File: config.mk
export PLATFORM = sky130hd
export DESIGN_NAME = sim_irq_ctrl
export DESIGN_NICKNAME = d
export VERILOG_FILES = /design/src/design/sim_irq_pkg.sv /design/src/design/sim_irq_ctrl.sv
export SDC_FILE = /design/constraint.sdc
export NUM_CORES = 1
export LEC_CHECK = 0
export ABC_AREA = 1
export BUFFER_PORTS_ARGS = -buffer_cell sky130_fd_sc_hd__buf_2
export CORE_MARGIN = 2
export CORE_UTILIZATION = 30
export DETAILED_ROUTE_END_ITERATION = 12
export PLACE_DENSITY = 0.68
export RECOVER_POWER = 25
export SYNTH_ARGS = -nofsm -noshare
export SYNTH_HDL_FRONTEND = slang
export SYNTH_SLANG_ARGS = --single-unit
File: constraint.sdc
create_clock -name clk_sys -period 1.86 [get_ports clk_sys]
set_input_delay 0.093 -clock clk_sys [delete_from_list [all_inputs] [get_ports clk_sys]]
set_output_delay 0.093 -clock clk_sys [all_outputs]
set_load 0.01 [all_outputs]
File: src/design/sim_irq_pkg.sv
// Purpose: constants and carriers for the interrupt and wait control unit
// Assumes: 8-bit registers in the low bits of a 32-bit classic wishbone word
// Notes  : vector addresses are the low byte of each two-byte vector pair
//
// Summary of operation
// - hardware interrupts start at an instruction boundary signalled by the core, or at once in wait or stop
// - service only when global mask clear and the source enable is set
// - several pending requests: the highest fixed priority is serviced first
// - request pending at handler return is serviced before next program instruction
// - interrupt entry never stacks the high index byte
// - software trap and break ignore the global mask; mask gates the hardware sources
// - software trap stacks pc, hardware interrupt stacks pc minus one
// - fixed priority order with descending two-byte vectors, reset FFFE to FFD0
// - any reset beats all interrupts, resets are never arbitrated
// - each maskable source drives its own numbered pending flag
// - low status register holds flags 1 to 6 in upper bits, bits 0-1 zero
// - mid register holds flags 7 to 14, high register flags 15 to 22
// - break request vectors the core to the software trap vector
// - break without clear enable blocks peripheral flag clearing
// - break with clear enable allows clearing, cleared flags stay cleared
// - two-step clearing protected in break even if first step came before
// - wait or stop clears global mask and holds the core unclocked
// - wait gates core clock while peripheral clocks keep running
// - enabled interrupt wakes wait; stacking starts two cycles after arrival
// - wait ends on reset or break; break in wait sets low-power break flag
// - watchdog stays running in wait while its disable bit is zero
// - low-power exit is reset pin request or any core interrupt request
// - a latched interrupt is not preempted until serviced or a reset drops it
// - entry saves registers and sets mask; return restores them

package sim_irq_pkg;

    // ========================================================================
    // sources and register map
    // ========================================================================
    localparam int N_SRC = 22;
    localparam logic [7:0] OFS_FLAGS_LOW   = 8'h00;
    localparam logic [7:0] OFS_FLAGS_MID   = 8'h04;
    localparam logic [7:0] OFS_FLAGS_HIGH  = 8'h08;
    localparam logic [7:0] OFS_BREAK_STATE = 8'h0C;
    localparam logic [7:0] OFS_BREAK_CTRL  = 8'h10;
    localparam logic [7:0] OFS_CORE_CTRL   = 8'h14;
    localparam int BIT_LOWPWR_BREAK = 1;
    localparam int BIT_CLEAR_EN     = 7;
    localparam int BIT_WDOG_DIS     = 0;
    localparam int LOW_SHIFT        = 2;
    localparam int MID_BASE         = 6;
    localparam int HIGH_BASE        = 14;
    localparam logic [15:0] VEC_RESET = 16'hFFFE;
    localparam logic [15:0] VEC_TRAP  = 16'hFFFC;
    localparam logic [15:0] VEC_IF1   = 16'hFFFA;
    localparam logic [15:0] VEC_STEP  = 16'h0002;
    localparam logic [15:0] PC_DEC    = 16'h0001;
    localparam logic [7:0]  READ_ZERO = 8'h00;

    typedef enum logic [2:0] {
        ST_RUN   = 3'b000,
        ST_ENTRY = 3'b001,
        ST_SERVE = 3'b011,
        ST_WAIT  = 3'b010,
        ST_STOP  = 3'b110
    } mode_e;

    // ========================================================================
    // carriers
    // ========================================================================
    typedef struct packed {
        logic        instr_done;
        logic        ret_done;
        logic        wait_exec;
        logic        stop_exec;
        logic        trap_exec;
        logic [15:0] pc;
    } core_req_s;

    typedef struct packed {
        logic        take;
        logic [15:0] vector;
        logic [15:0] stack_pc;
        logic        stack_hi_index;
        logic        set_mask;
        logic        clr_mask;
        logic        restore;
        logic        discard_prefetch;
        logic        core_clk_en;
        logic        periph_clk_en;
    } core_ctl_s;

    typedef struct packed {
        mode_e               mode;
        logic                latched;
        logic [4:0]          src;
        logic                is_trap;
        logic                clear_en;
        logic                lowpwr_break;
        logic                wdog_dis;
        logic                break_done;
        logic                ack;
        logic [7:0]          rdata;
        core_ctl_s           ctl;
    } state_s;

endpackage : sim_irq_pkg

File: src/design/sim_irq_ctrl.sv
// Purpose: interrupt sequencing, status registers, break protection, wait control
// Assumes: core reports boundaries and instruction events as one-cycle pulses
// Notes  : one-cycle wishbone ack; flags are live request lines
//
// The implementer's own choices: the Wishbone interface to the registers and the address map.

`timescale 1ns/1ps

module sim_irq_ctrl #(
    parameter int NSRC = sim_irq_pkg::N_SRC
) (
    input  wire logic               clk_sys,
    input  wire logic               reset_n,
    input  wire logic               any_reset_req,
    input  wire logic               rst_pin_req,
    input  wire logic               break_req,
    input  wire logic               global_mask,
    input  wire logic [NSRC-1:0]    src_req,
    input  wire logic [NSRC-1:0]    src_en,
    input  wire sim_irq_pkg::core_req_s core_req,
    output sim_irq_pkg::core_ctl_s  core_ctl,
    output logic                    lowpower_exit,
    output logic                    flag_clear_allow,
    output logic                    watchdog_run,
    output logic                    break_mode,
    input  wire logic               wb_cyc_i,
    input  wire logic               wb_stb_i,
    input  wire logic               wb_we_i,
    input  wire logic [7:0]         wb_adr_i,
    input  wire logic [3:0]         wb_sel_i,
    input  wire logic [31:0]        wb_dat_i,
    output logic [31:0]             wb_dat_o,
    output logic                    wb_ack_o
);

    // ========================================================================
    // priority pick
    // ========================================================================
    // index 0 is flag 1; lower index always wins
    function automatic logic [4:0] pick(input logic [NSRC-1:0] v);
        logic [4:0] r;
        r = 5'h00;
        for (int i = NSRC - 1; i >= 0; i--)
        begin
            if (v[i])
            begin
                r = 5'(i);
            end
        end
        return r;
    endfunction : pick

    sim_irq_pkg::state_s r_ff;
    sim_irq_pkg::state_s nxt_r;
    logic [NSRC-1:0] live;
    logic             hw_any;
    logic             wb_hit;
    logic             brk_pend;

    assign live     = src_req & src_en;
    assign hw_any   = |live;
    assign wb_hit   = wb_cyc_i & wb_stb_i & ~r_ff.ack;
    // break is a level; it asks for one entry only, until it drops again
    assign brk_pend = break_req & ~r_ff.break_done;

    // ========================================================================
    // sequencing
    // ========================================================================
    always_comb
    begin
        nxt_r = r_ff;
        nxt_r.ack = wb_hit;
        nxt_r.break_done = r_ff.break_done & break_req;
        nxt_r.ctl.take = 1'b0;
        nxt_r.ctl.set_mask = 1'b0;
        nxt_r.ctl.clr_mask = 1'b0;
        nxt_r.ctl.restore = 1'b0;
        nxt_r.ctl.discard_prefetch = 1'b0;
        nxt_r.ctl.stack_hi_index = 1'b0;
        nxt_r.ctl.periph_clk_en = 1'b1;
        nxt_r.ctl.core_clk_en = 1'b1;
        if (r_ff.mode == sim_irq_pkg::ST_STOP)
        begin
            nxt_r.ctl.periph_clk_en = 1'b0;
        end
        case (r_ff.mode)
            sim_irq_pkg::ST_RUN, sim_irq_pkg::ST_SERVE:
            begin
                if (core_req.ret_done)
                begin
                    nxt_r.ctl.restore = 1'b1;
                    nxt_r.mode = sim_irq_pkg::ST_RUN;
                end
                if (brk_pend || core_req.trap_exec)
                begin
                    nxt_r.latched = 1'b1;
                    nxt_r.is_trap = 1'b1;
                    nxt_r.break_done = break_req;
                    nxt_r.mode = sim_irq_pkg::ST_ENTRY;
                end
                else if (core_req.wait_exec || core_req.stop_exec)
                begin
                    nxt_r.ctl.clr_mask = 1'b1;
                    nxt_r.ctl.core_clk_en = 1'b0;
                    nxt_r.mode = core_req.stop_exec ? sim_irq_pkg::ST_STOP : sim_irq_pkg::ST_WAIT;
                end
                else if ((core_req.instr_done || core_req.ret_done) && !global_mask && hw_any)
                begin
                    nxt_r.latched = 1'b1;
                    nxt_r.is_trap = 1'b0;
                    nxt_r.src = pick(live);
                    nxt_r.ctl.discard_prefetch = core_req.ret_done;
                    nxt_r.mode = sim_irq_pkg::ST_ENTRY;
                end
            end
            sim_irq_pkg::ST_WAIT, sim_irq_pkg::ST_STOP:
            begin
                nxt_r.ctl.core_clk_en = 1'b0;
                if (brk_pend)
                begin
                    nxt_r.lowpwr_break = 1'b1;
                    nxt_r.latched = 1'b1;
                    nxt_r.is_trap = 1'b1;
                    nxt_r.break_done = 1'b1;
                    nxt_r.mode = sim_irq_pkg::ST_ENTRY;
                end
                else if (hw_any)
                begin
                    nxt_r.latched = 1'b1;
                    nxt_r.is_trap = 1'b0;
                    nxt_r.src = pick(live);
                    nxt_r.mode = sim_irq_pkg::ST_ENTRY;
                end
            end
            sim_irq_pkg::ST_ENTRY:
            begin
                // latched choice held; no re-arbitration here
                nxt_r.ctl.take = 1'b1;
                nxt_r.ctl.set_mask = 1'b1;
                nxt_r.ctl.vector = r_ff.is_trap ? sim_irq_pkg::VEC_TRAP
                    : sim_irq_pkg::VEC_IF1 - 16'(r_ff.src) * sim_irq_pkg::VEC_STEP;
                nxt_r.ctl.stack_pc = r_ff.is_trap ? core_req.pc
                    : core_req.pc - sim_irq_pkg::PC_DEC;
                nxt_r.latched = 1'b0;
                nxt_r.mode = sim_irq_pkg::ST_SERVE;
            end
            default:
            begin
                nxt_r.mode = sim_irq_pkg::ST_RUN;
            end
        endcase

        // register writes; flag registers ignore writes
        if (wb_hit && wb_we_i && wb_sel_i[0])
        begin
            if (wb_adr_i == sim_irq_pkg::OFS_BREAK_CTRL)
            begin
                nxt_r.clear_en = wb_dat_i[sim_irq_pkg::BIT_CLEAR_EN];
            end
            else if (wb_adr_i == sim_irq_pkg::OFS_CORE_CTRL)
            begin
                nxt_r.wdog_dis = wb_dat_i[sim_irq_pkg::BIT_WDOG_DIS];
            end
            else if (wb_adr_i == sim_irq_pkg::OFS_BREAK_STATE && !wb_dat_i[sim_irq_pkg::BIT_LOWPWR_BREAK])
            begin
                // a break landing in wait in this same cycle keeps the flag set
                nxt_r.lowpwr_break = brk_pend && (r_ff.mode inside {sim_irq_pkg::ST_WAIT, sim_irq_pkg::ST_STOP});
            end
        end

        nxt_r.rdata = sim_irq_pkg::READ_ZERO;
        if (wb_adr_i == sim_irq_pkg::OFS_FLAGS_LOW)
        begin
            nxt_r.rdata = {src_req[sim_irq_pkg::MID_BASE-1:0], 2'b00};
        end
        else if (wb_adr_i == sim_irq_pkg::OFS_FLAGS_MID)
        begin
            nxt_r.rdata = src_req[sim_irq_pkg::MID_BASE +: 8];
        end
        else if (wb_adr_i == sim_irq_pkg::OFS_FLAGS_HIGH)
        begin
            nxt_r.rdata = src_req[sim_irq_pkg::HIGH_BASE +: 8];
        end
        else if (wb_adr_i == sim_irq_pkg::OFS_BREAK_STATE)
        begin
            nxt_r.rdata[sim_irq_pkg::BIT_LOWPWR_BREAK] = r_ff.lowpwr_break;
        end
        else if (wb_adr_i == sim_irq_pkg::OFS_BREAK_CTRL)
        begin
            nxt_r.rdata[sim_irq_pkg::BIT_CLEAR_EN] = r_ff.clear_en;
        end
        else if (wb_adr_i == sim_irq_pkg::OFS_CORE_CTRL)
        begin
            nxt_r.rdata[sim_irq_pkg::BIT_WDOG_DIS] = r_ff.wdog_dis;
        end

        if (any_reset_req)
        begin
            // reset outranks everything, wait included
            nxt_r.mode = sim_irq_pkg::ST_RUN;
            nxt_r.latched = 1'b0;
            nxt_r.ctl.take = 1'b1;
            nxt_r.ctl.vector = sim_irq_pkg::VEC_RESET;
            nxt_r.ctl.core_clk_en = 1'b1;
            nxt_r.ctl.periph_clk_en = 1'b1;
        end
    end

    always_ff @(posedge clk_sys)
    begin
        if (!reset_n)
        begin
            r_ff <= '0;
            r_ff.ctl.core_clk_en <= 1'b1;
            r_ff.ctl.periph_clk_en <= 1'b1;
            r_ff.ctl.vector <= sim_irq_pkg::VEC_RESET;
        end
        else
        begin
            r_ff <= nxt_r;
        end
    end

    // ========================================================================
    // outputs
    // ========================================================================
    assign core_ctl = r_ff.ctl;
    assign wb_ack_o = r_ff.ack;
    assign wb_dat_o = {24'h000000, r_ff.rdata};
    assign lowpower_exit = rst_pin_req | hw_any;
    assign break_mode = break_req;
    // two-step clears are blocked as a whole, so a half-done one survives
    assign flag_clear_allow = ~break_req | r_ff.clear_en;
    assign watchdog_run = ~r_ff.wdog_dis;

endmodule : sim_irq_ctrl

# [Yosys cells after proc, flatten, opt, wreduce, memory -nomap -nowiden]
# Cells that the tools add are included.
[word_totals] ff_bits=62 latchBits=0 mem_bits_rw=0 rom_bits=0 in_bits=118 output_inout_bits=77 elab_cells=151 memories=0
[classes] add_sub_neg=2 mul=0 div_mod_pow=0 order_cmp=0 n_eq_ne=18 shifts=0 n_mux=68 bitwise_logic=15 n_reduce_logical=28
[ops] operator="5-bit two-way mux" n=25
[ops] operator="33-bit two-way mux" n=1
[ops] operator="16-bit two-way mux" n=2
[ops] operator="22-bit AND" n=1
[ops] operator="1-bit two-way mux" n=22
[ops] operator="22-bit OR reduction" n=1
[ops] operator="10-bit two-way mux" n=2
[ops] operator="17-bit two-way mux" n=1
[ops] operator="8-bit by 4-bit == test with 1-bit output, second input constant" n=2
[ops] operator="8-bit by 5-bit == test with 1-bit output, second input constant" n=2
[ops] operator="8-bit two-way mux" n=2
[ops] operator="16-bit by 1-bit subtractor with 16-bit output, second input constant" n=1
[ops] operator="6-bit one-hot mux with 2 select lines" n=1
[ops] operator="2-bit != test, second input constant" n=5
[ops] operator="3-bit two-way mux" n=3
[ops] operator="3-bit != test, second input constant" n=3
[ops] operator="3-bit one-hot mux with 3 select lines" n=1
[ops] operator="8-bit by 3-bit == test with 1-bit output, second input constant" n=1
[ops] operator="8-bit logical NOT" n=1
[ops] operator="4-bit two-way mux" n=2
[ops] operator="1-bit NOT" n=8
[ops] operator="2-bit OR reduction" n=4
[ops] operator="4-bit by 7-bit subtractor with 8-bit output, first input constant" n=1
[ops] operator="7-bit two-way mux" n=1
[ops] operator="19 further kinds" n=38

# [Logic depth before layout (Yosys ltp)]
[depth] ltp_word=27 ltp_mapped=24 ltp_nobuf=24

# [Least setup slack after synthesis]
# No wires, ideal clock.
[synth_path] kind="reg2reg" from="register r_ff[53] (netlist name)" to="register r_ff, in the netlist core_ctl[21]" setup_time_ns=0.114 arrival_time_ns=1.354 required_ns=1.746 setup_slack_ns=0.392 path_stages_with_launch=11 path_buffers=0 period_less_slack_ns=1.468 path_cell_list="dfxtp_1 > inv_1 > nand3_1 > nor2_1 > inv_1 > nor2_2 > nand4_1 > nor4_2 > xor2_1 > o21bai_1 > inv_1"
[synth_via] elab_chain_len=1
[synth_lines] element="start: declaration" line="sim_irq_ctrl.sv:53" rtl="sim_irq_pkg::state_s r_ff;"
[synth_lines] element="start signal: assignment" line="sim_irq_ctrl.sv:220" rtl="r_ff <= nxt_r;"
[synth_lines] element="16-bit two-way mux" line="sim_irq_ctrl.sv:142" rtl="nxt_r.ctl.stack_pc = r_ff.is_trap ? core_req.pc"
# Every way passes these cells.
# A chain may end at the register's enable or synchronous reset.

# [Final worst setup path]
[layout_path] from="register r_ff[61] (netlist name)" to="register r_ff[57] (netlist name)"
[layout_via] elab_chain_len=4 word_cells_on_any_way=14 classes_between="eq/ne: 8; mux: 1; reduce/logical: 5"
[layout_lines] element="3-bit by 2-bit == test with 1-bit output (tied with other cells)" line="sim_irq_ctrl.sv:86" rtl="case (r_ff.mode)"
[layout_lines] element="2-bit OR reduction" line="sim_irq_ctrl.sv:86"
[layout_lines] element="2-bit != test (no line) / 2-bit nonzero test (equally long branches)"
[layout_lines] element="6-bit AND reduction (no line)"
# Several ways; a longest one is shown, not always the timed one.

==> reports/results.txt <==
Worst reg2reg path depth: 11
PwrDens: 633 nW/um2
Total core area: 10900 um2
Hold-fix buffers, CTS: 0
Wire per inst: 11.7 um
Via count: 3113
Dominant cell type by area after synthesis: dfxtp_1
Period minus WS final: 1.62 ns
RePlAce Congestion: 0.838
# DRC: 0
Fin cells: 712
Async SR Flop Fraction: 0%
ANT cells: 0
Die W: 110 um
Final setup vio count: 0
Clock Skew: 0.00987 ns
Area Overhead vs Synth: 14.9%
Clk_lat worst skew: 0.31 ns
Yosys top cell area share: 30.3%
Largest net degree at the start of global routing: 34
Clock sinks: 51
Final Hold Viols: 0
CTS tree: done
Achievable Freq: 0.618 GHz
Run status: finished clean
Dpl cells: 703
Die height: 110 um
Slowest stage cell, crit path: dfxtp_1
Post-DP HPWL: 6850 um
Clock transition at the registers of the reported paths: 0.11 ns
# port buffers: 127
Mapped Cells: 477
#FFs+latches synth: 51
Clock network power share: 28.1%
Part of the power in registers: 48.2%
Remaining Overflow, GRT: 0
Startpoint Class: flop
Synth Warn #: 0
First-pass GRT wire length: 12900 um
WHS: 0.0160 ns
Clock buffer depth: 2
Setup crit end: r_ff[57]$_SDFFE_PN0P_
FF-to-FF setup slack: 0.24 ns
Worst EP arrival: 1.82 ns
Vias per cell: 4.37
Logic pwr share: 23.7%
Fin. max-slew vios: 0
Worst setup startpoint: r_ff[61]$_SDFFE_PP0P_
Sw Pwr: 801 uW
DRT Wirelength: 8300 um
Share of cells above drive strength 1: 28.7%
Max-cap violations: 0
Leak: 0.00196 uW
Final WS setup: 0.242 ns
Post-synth EDFFs: 0
Most common cell in the synthesized netlist: nand2_1
Reg2reg end: r_ff[57]$_SDFFE_PN0P_
Starting Density: 31.0%
Critical path peak fanout: 6
CTS Buf Count: 5
# nets final: 691
Antenna Nets Post-Route: 0
Cell Rows: 38
Kind of critical path: reg2reg
Net Sw Frac: 32.7%
Detailed Routing Iterations Pass 1: 4
IO Count: 195
Dpl ws: 0.171 ns
Gr usage total: 13.6%
CP peak stage delay: 0.36 ns
Vias in the first global route: 2798
DR iter-0 viols: 220
CTS Root Cell: clkbuf_8
Die area: 12100 um2
Main synth FF type: dfxtp_1
Mean Syn Cell Area: 7.07 um2
Fin Setup TNS: 0 ns
VDD IR-drop max: 0.400 mV
Reg2reg start: r_ff[61]$_SDFFE_PP0P_
P_int: 1650 uW
Tcrit/Tclk final: 87.0%
Register area share after synthesis: 30.3%
Cell Chain, Critical Path: inv_2 > nor2_4 > nor2_1 > nand2_2 > nor2_1 > nand2_2 > nand3_2 > a21oi_4 > inv_4 > a31oi_1 > a211oi_2
Post-synth top cells: 83 x nand2_1, 73 x buf_4, 56 x inv_1
H-tree levels: 2
Synth cell types: 42
Worst Hold Class: in2reg
Synth top area cells: dfxtp_1 30%, buf_4 16%, nand2_1 9.2%
Crit. End Element: flop
RSZ-0062 raised after global routing: no
Antenna violations before repair: 0
Post-Syn Area: 3370 um2
CP Data Required Time: 2.06 ns
-- final cells by class --
class | instances | area, um2
clock buffer | 5 | 68.8
sequential | 51 | 1020
tap | 140 | 175
inverter | 59 | 224
multi-input combinational | 318 | 1670
fill | 1211 | 7010
timing repair buffer | 136 | 689
clock inverter | 3 | 28.8
-- registers in the layout, summed over array words and instances (netlist names) --
name,count
core_ctl,29
wb_ack_o,1
wb_dat_o,8
r_ff,13
-- power groups by stage --
stage | Clock [uW] | Sequential [uW] | Combinational [uW]
4_1_cts | 726 | 1180 | 585
6_report | 690 | 1180 | 581
3_5_place_dp | 0 | 1210 | 583
2_1_floorplan | 0 | 1200 | 454
5_1_grt | 773 | 1190 | 661
3_3_place_gp | 0 | 1200 | 579
-- worst max-delay path: cells and delay by family, from the launching register on --
kind | cells | cell delay, ns
buffers and inverters | 2 | 0.14
DFF | 1 | 0.36
and+or+nand+nor | 6 | 0.55
AOI/OAI and AO/OA | 3 | 0.46
-- routing by layer --
layer  vias up  share of wire (%)  global-route usage [%]
li1       1629                  -                       -
met1      1343                 45                    17.3
met2       133                 45                    23.3
met3         8                8.5                    3.29
met4         0                1.2                    3.35
met5         -                  0                       0
-- cell usage in the layout, fill, tap and decap left out, types with 11 or more instances in the layout --
master	Yosys	layout
nor3_1	11	11
a21oi_1	16	16
buf_2	0	106
nand2_1	83	82
clkbuf_1	8	21
inv_1	56	56
nand2_2	19	20
nor2_1	40	39
dfxtp_1	51	51
conb_1	2	35
nand3_1	18	18
o21ai_0	28	28
-- per-stage QoR --
stage          instance area [um2]  util [%]  total power (uW)
2_1_floorplan                 3500         -              1650
4_1_cts                       3890      35.7              2490
3_5_place_dp                  3790      34.8              1790
3_3_place_gp                  3790      34.8              1780
6_report                      3870      35.6              2450
5_1_grt                       3870      35.6              2620
-- worst min path at each step --
stage,endpoint,slack (ns),cells after the start,from
final,wb_ack_o$_SDFF_PN0_,0.02,3,wb_stb_i
after global routing,wb_ack_o$_SDFF_PN0_,0.006,3,wb_stb_i
after CTS,wb_ack_o$_SDFF_PN0_,0.003,3,wb_stb_i
after detailed placement,core_ctl[39]$_SDFF_PN0_,0.34,2,any_reset_req
after global placement,core_ctl[39]$_SDFF_PN0_,0.34,2,any_reset_req
after floorplan,core_ctl[39]$_SDFF_PN0_,0.22,1,any_reset_req
-- kinds of logic after synthesis --
group | count (synthesis) | share of synthesized area (%)
xor gates and xnor gates | 6 | 1.56
other | 2 | 0.223
adders and majority gates | 2 | 0.742
buffers and inverters | 141 | 24.1
and+or+nand+nor | 191 | 26.7
AOI/OAI and AO/OA | 84 | 16.4
DFF | 51 | 30.3
-- repair_timing --
| item | 4_1_cts | 5_1_grt |
|---|---|---|
| gates resized for setup | 0 | 1 |
| setup buffers | 0 | 1 |
| endpoints found under the setup margin | 0 | 2 |
Power figures use the tool's default switching activity.
